## config.mk

```make
export PLATFORM = sky130hd
export DESIGN_NAME = cmef_regs
export DESIGN_NICKNAME = d
export VERILOG_FILES = /design/src/core/cmef_pkg.sv /design/src/core/cmef_regs.sv
export SDC_FILE = /design/constraint.sdc
export NUM_CORES = 1
export LEC_CHECK = 0
export ABC_AREA = 1
export CAP_MARGIN = 20
export CELL_PAD_IN_SITES_DETAIL_PLACEMENT = 0
export CELL_PAD_IN_SITES_GLOBAL_PLACEMENT = 1
export CORE_ASPECT_RATIO = 0.75
export CORE_MARGIN = 4
export CORE_UTILIZATION = 41
export DETAILED_ROUTE_END_ITERATION = 8
export DONT_BUFFER_PORTS = 1
export PLACE_DENSITY_LB_ADDON = 0.1
export REMOVE_ABC_BUFFERS = 1
export SLEW_MARGIN = 40
export SYNTH_ARGS = -nofsm -noshare
export SYNTH_HDL_FRONTEND = slang
export SYNTH_SLANG_ARGS = --single-unit
```

## constraint.sdc

```tcl
create_clock -name clock -period 3.4 [get_ports clock]
set_clock_uncertainty 0.2 [all_clocks]
set_input_delay 0.68 -clock clock [delete_from_list [all_inputs] [get_ports clock]]
set_output_delay 0.68 -clock clock [all_outputs]
set_load 0.005 [all_outputs]
```

## src/core/cmef_pkg.sv

```systemverilog
// package for the communication module error flag bank
// holds the register indices, bit positions, masks, codes and state type;
// it is shared by the register bank and by the bench
package cmef_pkg;

    // register indices; byte address on the bus is four times the index
    localparam logic [7:0] IDX_SUMMARY = 8'h0b;
    localparam logic [7:0] IDX_HW = 8'h0c;
    localparam logic [7:0] IDX_LINK1 = 8'h0d;
    localparam logic [7:0] IDX_LINK2 = 8'h0e;
    localparam logic [7:0] IDX_EXC1 = 8'h0f;
    localparam logic [7:0] IDX_EXC2 = 8'h10;
    localparam logic [7:0] IDX_COMM1 = 8'h11;
    localparam logic [7:0] IDX_COMM2 = 8'h12;
    localparam logic [7:0] IDX_COMM_INT = 8'h13;
    localparam logic [7:0] IDX_IRQ_STATUS = 8'h14;
    localparam logic [7:0] IDX_IRQ_ENABLE = 8'h15;
    localparam logic [7:0] IDX_IRQ_CLEAR = 8'h16;

    // summary error codes
    localparam logic [15:0] SUM_HW = 16'h0001;
    localparam logic [15:0] SUM_LINK = 16'h0002;
    localparam logic [15:0] SUM_COMM = 16'h0004;
    localparam logic [15:0] SUM_PROTO = 16'h0008;

    // hardware fault bit positions
    localparam int HW_FLASH = 0;
    localparam int HW_PINS = 1;
    localparam int HW_SRAM = 2;
    localparam int HW_LOW_VOLTAGE = 3;

    // user defined link error bit positions
    localparam int LK_GROUP = 0;
    localparam int LK_COMMAND = 1;
    localparam int LK_EDIT = 2;
    localparam int LK_COMPARE = 3;
    localparam int LK_CHECKSUM = 4;
    localparam int LK_SHORT = 6;
    localparam int LK_EXCESS = 7;
    localparam int LK_DATA_CHECK = 8;
    localparam int LK_PROCEDURE = 9;
    localparam int LK_SEGMENT_LO = 10;
    localparam int LK_SEGMENT_HI = 11;
    localparam int LK_READ_LEN = 12;
    localparam int LK_WRITE_LEN = 13;

    // communication error bit positions
    localparam int CM_TX_FORMAT = 0;
    localparam int CM_PARITY = 1;
    localparam int CM_LATE = 2;
    localparam int CM_TIMEOUT = 3;
    localparam int CM_CHECKSUM = 4;
    localparam int CM_INT_TIMEOUT = 5;
    localparam int CM_INT_ERROR = 6;
    localparam int CM_TX_FULL = 8;
    localparam int CM_RX_FULL = 9;

    // writable-by-hardware masks; reserved bits stay zero
    localparam logic [15:0] HW_MASK = 16'h000f;
    localparam logic [15:0] LINK_MASK = 16'h3fdf;
    localparam logic [15:0] COMM_MASK = 16'h037f;

    // protocol exception codes
    localparam logic [2:0] EXC_FUNCTION = 3'h1;
    localparam logic [2:0] EXC_ADDRESS = 3'h2;
    localparam logic [2:0] EXC_VALUE = 3'h3;
    localparam logic [2:0] EXC_SLAVE = 3'h4;
    localparam logic [2:0] EXC_CONVERT = 3'h5;

    // reset values
    localparam logic [15:0] FLAG_RESET = 16'h0000;
    localparam logic [7:0] IRQ_RESET = 8'h00;

    // interrupt status bit order: one bit per stored register
    localparam int IRQ_HW = 0;
    localparam int IRQ_LINK1 = 1;
    localparam int IRQ_LINK2 = 2;
    localparam int IRQ_EXC1 = 3;
    localparam int IRQ_EXC2 = 4;
    localparam int IRQ_COMM1 = 5;
    localparam int IRQ_COMM2 = 6;
    localparam int IRQ_COMM_INT = 7;

    typedef struct packed {
        logic [15:0] hw;
        logic [15:0] link1;
        logic [15:0] link2;
        logic [15:0] exc1;
        logic [15:0] exc2;
        logic [15:0] comm1;
        logic [15:0] comm2;
        logic [15:0] comm_int;
        logic [7:0] irq_status;
        logic [7:0] irq_enable;
        logic irq;
        logic waitrequest;
        logic [31:0] readdata;
    } cmef_state_t;

endpackage : cmef_pkg

```

## src/core/cmef_regs.sv

```systemverilog
// error flag register bank of the serial communication module
// assumes fault event pulses come from engines on the same clock;
// software reads the bank over an Avalon-MM slave with waitrequest
//
// Notes on behaviour
// RULE1 - summary code ORs 0x1 hardware, 0x2 link, 0x4 serial comm, 0x8 protocol
// RULE2 - hardware faults: bit0 flash, bit1 pins, bit2 SRAM, bit3 low voltage
// RULE3 - link bits: 0 group absent, 1 command absent, 2 packet edit error
// RULE4 - link bits: 3 compare mismatch, 6 data short, 7 excess data
// RULE5 - link bits: 4 checksum, 8 data check, 9 procedure, 10/11 segment format
// RULE6 - link bits 12/13 read/write length overrange; 5, 14, 15 reserved
// RULE7 - protocol exception register holds code 1 to 5
// RULE8 - comm bits: 0 transmit format error, 1 parity error
// RULE9 - comm bits: 2 data too late, 3 timeout
// RULE10 - comm bits: 4 checksum, 5/6 internal link, 8/9 buffers full
// RULE11 - three comm registers share one layout: two ports and internal link
// RULE12 - separate link and exception registers per serial port, consecutive indices
// RULE13 - flags stay set until device clears; host writes to them ignored
//
// Register access over Avalon-MM was chosen for this implementation.
`timescale 1ns/1ps

module cmef_regs (
    input wire logic clock,
    input wire logic sys_rst,
    // avalon-mm slave, byte addressed
    input wire logic [7:0] avs_address,
    input wire logic avs_read,
    input wire logic avs_write,
    input wire logic [31:0] avs_writedata,
    output logic [31:0] avs_readdata,
    output logic avs_waitrequest,
    // fault events from the detecting engines, one-cycle pulses
    input wire logic [15:0] hw_fault_event,
    input wire logic [15:0] port1_link_event,
    input wire logic [15:0] port2_link_event,
    input wire logic port1_exc_valid,
    input wire logic [2:0] port1_exc_code,
    input wire logic port2_exc_valid,
    input wire logic [2:0] port2_exc_code,
    input wire logic [15:0] port1_comm_event,
    input wire logic [15:0] port2_comm_event,
    input wire logic [15:0] internal_link_event,
    // device side clear, one bit per stored register in interrupt bit order
    input wire logic [7:0] flag_clear,
    output logic irq
);

    cmef_pkg::cmef_state_t state_reg;
    cmef_pkg::cmef_state_t state_next;

    logic [15:0] summary;
    logic [15:0] hw_set;
    logic [15:0] link1_set;
    logic [15:0] link2_set;
    logic [15:0] comm1_set;
    logic [15:0] comm2_set;
    logic [15:0] comm_int_set;
    logic exc1_ok;
    logic exc2_ok;
    logic [7:0] irq_event;
    logic req;
    logic [7:0] word_idx;
    logic aligned;

    // accept an exception code only if it is one of the defined ones,
    // so a stray code from the engine cannot leave a meaningless value
    function automatic logic code_ok(input logic [2:0] code);
        code_ok = (code == cmef_pkg::EXC_FUNCTION) || (code == cmef_pkg::EXC_ADDRESS)
            || (code == cmef_pkg::EXC_VALUE) || (code == cmef_pkg::EXC_SLAVE)
            || (code == cmef_pkg::EXC_CONVERT);
    endfunction : code_ok

    // reserved positions are masked so they always read zero
    always_comb begin
        hw_set = hw_fault_event & cmef_pkg::HW_MASK; // [RULE2]
        link1_set = port1_link_event & cmef_pkg::LINK_MASK; // [RULE3] [RULE4] [RULE5] [RULE6]
        link2_set = port2_link_event & cmef_pkg::LINK_MASK; // [RULE12]
        comm1_set = port1_comm_event & cmef_pkg::COMM_MASK; // [RULE8] [RULE9] [RULE10]
        comm2_set = port2_comm_event & cmef_pkg::COMM_MASK; // [RULE11]
        comm_int_set = internal_link_event & cmef_pkg::COMM_MASK; // [RULE11]
        exc1_ok = port1_exc_valid && code_ok(port1_exc_code); // [RULE7]
        exc2_ok = port2_exc_valid && code_ok(port2_exc_code); // [RULE7] [RULE12]
    end

    // one interrupt event per stored register whenever a new fault lands
    always_comb begin
        irq_event = 8'h00;
        irq_event[cmef_pkg::IRQ_HW] = |hw_set;
        irq_event[cmef_pkg::IRQ_LINK1] = |link1_set;
        irq_event[cmef_pkg::IRQ_LINK2] = |link2_set;
        irq_event[cmef_pkg::IRQ_EXC1] = exc1_ok;
        irq_event[cmef_pkg::IRQ_EXC2] = exc2_ok;
        irq_event[cmef_pkg::IRQ_COMM1] = |comm1_set;
        irq_event[cmef_pkg::IRQ_COMM2] = |comm2_set;
        irq_event[cmef_pkg::IRQ_COMM_INT] = |comm_int_set;
    end

    // summary code is derived live from the stored flags; several
    // categories at once simply OR their codes together
    always_comb begin
        summary = 16'h0000;
        if (|state_reg.hw) begin
            summary = summary | cmef_pkg::SUM_HW; // [RULE1]
        end
        if (|(state_reg.link1 | state_reg.link2)) begin
            summary = summary | cmef_pkg::SUM_LINK; // [RULE1]
        end
        if (|(state_reg.comm1 | state_reg.comm2 | state_reg.comm_int)) begin
            summary = summary | cmef_pkg::SUM_COMM; // [RULE1]
        end
        if (|(state_reg.exc1 | state_reg.exc2)) begin
            summary = summary | cmef_pkg::SUM_PROTO; // [RULE1]
        end
    end

    // bus decode helpers
    assign req = avs_read || avs_write;
    assign word_idx = {2'b00, avs_address[7:2]};
    assign aligned = (avs_address[1:0] == 2'b00);

    // next state: sticky flags, interrupt bank and bus slave
    always_comb begin
        state_next = state_reg;

        // flags: set wins over a device clear in the same cycle
        state_next.hw = (flag_clear[cmef_pkg::IRQ_HW] ? 16'h0000 : state_reg.hw) | hw_set; // [RULE13]
        state_next.link1 = (flag_clear[cmef_pkg::IRQ_LINK1] ? 16'h0000 : state_reg.link1) | link1_set; // [RULE13]
        state_next.link2 = (flag_clear[cmef_pkg::IRQ_LINK2] ? 16'h0000 : state_reg.link2) | link2_set; // [RULE13]
        state_next.comm1 = (flag_clear[cmef_pkg::IRQ_COMM1] ? 16'h0000 : state_reg.comm1) | comm1_set; // [RULE13]
        state_next.comm2 = (flag_clear[cmef_pkg::IRQ_COMM2] ? 16'h0000 : state_reg.comm2) | comm2_set; // [RULE13]
        state_next.comm_int = (flag_clear[cmef_pkg::IRQ_COMM_INT] ? 16'h0000 : state_reg.comm_int)
            | comm_int_set; // [RULE13]

        // exception codes: a new code replaces the old one, clear otherwise
        if (exc1_ok) begin
            state_next.exc1 = {13'h0000, port1_exc_code}; // [RULE7]
        end else if (flag_clear[cmef_pkg::IRQ_EXC1]) begin
            state_next.exc1 = 16'h0000; // [RULE13]
        end
        if (exc2_ok) begin
            state_next.exc2 = {13'h0000, port2_exc_code}; // [RULE7]
        end else if (flag_clear[cmef_pkg::IRQ_EXC2]) begin
            state_next.exc2 = 16'h0000; // [RULE13]
        end

        // waitrequest drops for one cycle, one cycle after a request shows;
        // a request is completed at the edge where waitrequest is low
        state_next.waitrequest = !(req && state_reg.waitrequest);

        // interrupt status: software clear takes effect at completion, set wins
        if (avs_write && !state_reg.waitrequest && aligned) begin
            if (word_idx == cmef_pkg::IDX_IRQ_CLEAR) begin
                state_next.irq_status = state_reg.irq_status & ~avs_writedata[7:0];
            end else if (word_idx == cmef_pkg::IDX_IRQ_ENABLE) begin
                state_next.irq_enable = avs_writedata[7:0];
            end
            // writes to the flag registers and unmapped words are dropped
        end
        state_next.irq_status = state_next.irq_status | irq_event;

        // registered interrupt level follows the next status and enable
        state_next.irq = |(state_next.irq_status & state_next.irq_enable);

        // read data captured in the waiting cycle, shown while wait is low;
        // unmapped or misaligned reads return zero
        if (avs_read && state_reg.waitrequest) begin
            state_next.readdata = 32'h0000_0000;
            if (!aligned) begin
                state_next.readdata = 32'h0000_0000;
            end else if (word_idx == cmef_pkg::IDX_SUMMARY) begin
                state_next.readdata = {16'h0000, summary};
            end else if (word_idx == cmef_pkg::IDX_HW) begin
                state_next.readdata = {16'h0000, state_reg.hw};
            end else if (word_idx == cmef_pkg::IDX_LINK1) begin
                state_next.readdata = {16'h0000, state_reg.link1};
            end else if (word_idx == cmef_pkg::IDX_LINK2) begin
                state_next.readdata = {16'h0000, state_reg.link2}; // [RULE12]
            end else if (word_idx == cmef_pkg::IDX_EXC1) begin
                state_next.readdata = {16'h0000, state_reg.exc1};
            end else if (word_idx == cmef_pkg::IDX_EXC2) begin
                state_next.readdata = {16'h0000, state_reg.exc2}; // [RULE12]
            end else if (word_idx == cmef_pkg::IDX_COMM1) begin
                state_next.readdata = {16'h0000, state_reg.comm1}; // [RULE11]
            end else if (word_idx == cmef_pkg::IDX_COMM2) begin
                state_next.readdata = {16'h0000, state_reg.comm2}; // [RULE11]
            end else if (word_idx == cmef_pkg::IDX_COMM_INT) begin
                state_next.readdata = {16'h0000, state_reg.comm_int}; // [RULE11]
            end else if (word_idx == cmef_pkg::IDX_IRQ_STATUS) begin
                state_next.readdata = {24'h000000, state_reg.irq_status};
            end else if (word_idx == cmef_pkg::IDX_IRQ_ENABLE) begin
                state_next.readdata = {24'h000000, state_reg.irq_enable};
            end
        end
    end

    // single state register; reset holds the bus in wait and clears flags
    always_ff @(posedge clock or posedge sys_rst) begin
        if (sys_rst) begin
            state_reg.hw <= cmef_pkg::FLAG_RESET;
            state_reg.link1 <= cmef_pkg::FLAG_RESET;
            state_reg.link2 <= cmef_pkg::FLAG_RESET;
            state_reg.exc1 <= cmef_pkg::FLAG_RESET;
            state_reg.exc2 <= cmef_pkg::FLAG_RESET;
            state_reg.comm1 <= cmef_pkg::FLAG_RESET;
            state_reg.comm2 <= cmef_pkg::FLAG_RESET;
            state_reg.comm_int <= cmef_pkg::FLAG_RESET;
            state_reg.irq_status <= cmef_pkg::IRQ_RESET;
            state_reg.irq_enable <= cmef_pkg::IRQ_RESET;
            state_reg.irq <= 1'b0;
            state_reg.waitrequest <= 1'b1;
            state_reg.readdata <= 32'h0000_0000;
        end else begin
            state_reg <= state_next;
        end
    end

    // outputs straight from the state flops
    assign avs_readdata = state_reg.readdata;
    assign avs_waitrequest = state_reg.waitrequest;
    assign irq = state_reg.irq;

endmodule : cmef_regs

```

==> flow_summary.json <==
{
  "cpMaxStageDelayCell": "nor3_2",
  "insertion_delay_ns": 0.35,
  "final_common_cell": "nand2_1",
  "die_h_um": 103,
  "whs_ns": 0.0840,
  "clock.fmax_ghz": 0.434,
  "cp.arrival_ns": 2.35,
  "drv_slew": 0,
  "ys_warn_count": 0,
  "syn_area_mm2": 0.00492,
  "p_seq_share_pct": 50.0,
  "holdBufCountCts": 0,
  "setup_viol": 0,
  "place.gp.congestion": 0.897,
  "layout-drive-gt1-share_pct": 7.78,
  "port_buffers": 0,
  "pin_count": 190,
  "dp_cells": 738,
  "p_clk_share_pct": 41.8,
  "clock_path_buffers": 2,
  "area_growth_pct": 6.41,
  "outcome": "completed",
  "numClockSinks": 95,
  "p_sw_w": 0.000634,
  "coreArea_mm2": 0.0117,
  "grt-ovfl-total": 0,
  "drv_cap": 0,
  "placed_area_mm2": 0.00494,
  "yosysSeqAreaShare_pct": 48.3,
  "via_per_inst": 5.06,
  "worstMarginPinSlew_ns": 0.777,
  "crit_fanout": 8,
  "critPathBufInv": 0,
  "register_area_mm2": 0.00238,
  "cts-root-buf": "clkbuf_16",
  "cts_resized": 0,
  "dp_slack_ns": 0.762,
  "vias": 3814,
  "rsz0062_at_grt": "false",
  "htreeDepth": 3,
  "swShare_pct": 25.8,
  "rows": 34,
  "place_hpwl_um": 10900,
  "ant_nets": 0,
  "drt_iter0_drc": 273,
  "hold_class": "in -> async",
  "grt_pass1_vias": 3804,
  "period_share_pct": 67.8,
  "grt_antenna_before_repair": 1,
  "first_pass_iters": 5,
  "finalSetupTns_ns": 0,
  "wl_per_cell_um": 18.5,
  "fin_nets": 743,
  "p_int_w": 0.00183,
  "clk_pin_slew_ns": 0.07,
  "period_needed_ns": 2.31,
  "power.leakage_nw": 2.69,
  "critPathKind": "in -> reg",
  "largest_reg_flops": 79,
  "cts_setup_buffers": 0,
  "power_density_mw_per_mm2": 470,
  "peakVddDrop_mv": 0.251,
  "gr-usage-all-layers_pct": 20.8,
  "multi_input_area_mm2": 0.00187,
  "worstPathRequired_ns": 3.44,
  "die-area_mm2": 0.0138,
  "slowest_delay_ns": 0.35,
  "die_x_um": 135,
  "cts_made_buffers": 9,
  "cpMostUsedCell": "nand2_1",
  "cp_top_family": "simple AND/OR/NAND/NOR gates",
  "grt_max_degree": 51,
  "worstSetupEndpointType": "register",
  "ys_types": 37,
  "yosys_register_bits": 95,
  "final_cell_mix": "nand2_1 (116), inv_1 (110), dfrtp_1 (94)",
  "fillerInstances": 1172,
  "relSlewSlack_pct": 47.8,
  "fin_area_mm2": 0.00524,
  "grt_pass1_wl_um": 21600,
  "initial_core_util_pct": 42.2,
  "path_cells": "or2_1 > nor3_2 > nand2_2 > o21ai_1 > nand4_1 > nand2_1 > nand2_1 > nor2_1 > nand2_1",
  "finalHoldViolations": 0,
  "stdcell_count": 754,
  "avgSynthCellArea_um2": 8.24,
  "drc_errors": 0,
  "synthCells": 597,
  "cts_tree": "built",
  "critPathLaunchType": "input pin",
  "wl_um": 14000,
  "pwr-share-comb_pct": 8.1,
  "fin_ws_ns": 1.09
}
-- kinds of logic (layout without fill, tap and decap cells) --
kind of cell,after synthesis,in the layout,share of synthesized area (%)
simple gates,210,210,20.1
buf+inv,162,139,15.0
compound gates,129,129,16.5
flops,95,95,48.3
other cells,1,19,0.0762
-- final cells by class --
| class | instances | share of cell area (%) |
|---|---|---|
| antenna | 1 | 0.0478 |
| clock inverter | 6 | 1.31 |
| multi-input combinational | 357 | 35.7 |
| tap | 162 | 3.87 |
| inverter | 122 | 8.79 |
| clock buffer | 9 | 4.30 |
| timing repair buffer | 2 | 0.526 |
| sequential | 95 | 45.4 |
-- synth_stat cells --
master / instances / area (um^2)
a21oi_1: 11 / 55.1
a221oi_1: 1 / 8.76
a22o_1: 4 / 35.0
a31oi_1: 2 / 12.5
a41oi_1: 2 / 17.5
buf_4: 32 / 240
buf_6: 1 / 11.3
clkbuf_1: 7 / 26.3
conb_1: 1 / 3.75
dfrtp_1: 94 / 2350
dfstp_2: 1 / 26.3
inv_1: 111 / 417
inv_2: 11 / 41.3
nand2_1: 116 / 435
nand2_2: 2 / 12.5
nand2_4: 1 / 11.3
nand3_1: 14 / 70.1
nand3b_1: 1 / 7.51
nand4_1: 19 / 119
nor2_1: 21 / 78.8
nor2_2: 4 / 25.0
nor2_4: 1 / 11.3
nor2_8: 1 / 20.0
nor3_1: 7 / 35.0
nor3_2: 3 / 30.0
nor3_4: 1 / 16.3
nor4_1: 16 / 100
o2111ai_1: 2 / 17.5
o211ai_1: 2 / 15.0
o21ai_0: 32 / 160
o21ai_1: 17 / 85.1
o21ai_2: 1 / 8.76
o21bai_1: 40 / 300
o22ai_1: 14 / 87.6
o41ai_1: 1 / 8.76
or2_1: 1 / 6.26
or2_2: 2 / 12.5
-- per-layer routing --
layer	up-vias	track usage, %	share of wire [%]
li1	1874	-	-
met1	1810	31.5	51
met2	118	29.4	41
met3	12	5.90	6.7
met4	0	4.93	1.2
met5	-	0	0
-- power by group through the flow --
stage / registers (W) / clock network, W / logic, W
6_report: 0.00123 / 0.00103 / 0.000200
5_1_grt: 0.00124 / 0.00111 / 0.000231
4_1_cts: 0.00123 / 0.00106 / 0.000202
3_5_place_dp: 0.00125 / 0 / 0.000201
3_3_place_gp: 0.00125 / 0 / 0.000198
2_1_floorplan: 0.00124 / 0 / 0.000148
-- stage by stage --
| stage | util (%) | power, W |
|---|---|---|
| floorplan | - | 0.00139 |
| global placement | 42.4 | 0.00145 |
| detailed placement | 42.4 | 0.00145 |
| CTS | 44.9 | 0.00249 |
| global route | 44.9 | 0.00258 |
| finish | 44.9 | 0.00246 |
-- final timing paths --
kind,slack (ns),start,cells past startpoint,endpoint
setup reg to reg,1.24,avs_waitrequest,8,irq
hold / removal,0.08,sys_rst,1,avs_readdata[6]
max in group asynchronous,2.17,sys_rst,2,avs_waitrequest
setup / recovery,1.09,avs_address[1],9,irq
min in group clock,0.19,avs_read,1,avs_waitrequest
hold reg to reg,0.30,avs_waitrequest,1,avs_waitrequest
-- worst reg2reg max path: stages (launching register included) --
cell and delay (ns):
dfstp_2 0.39, nor3_2 0.38, nand2_2 0.28, o21ai_1 0.27, nand4_1 0.20, nand2_1 0.10
nand2_1 0.05, nor2_1 0.11, nand2_1 0.07
No activity file was read; power rests on OpenSTA's default activity.
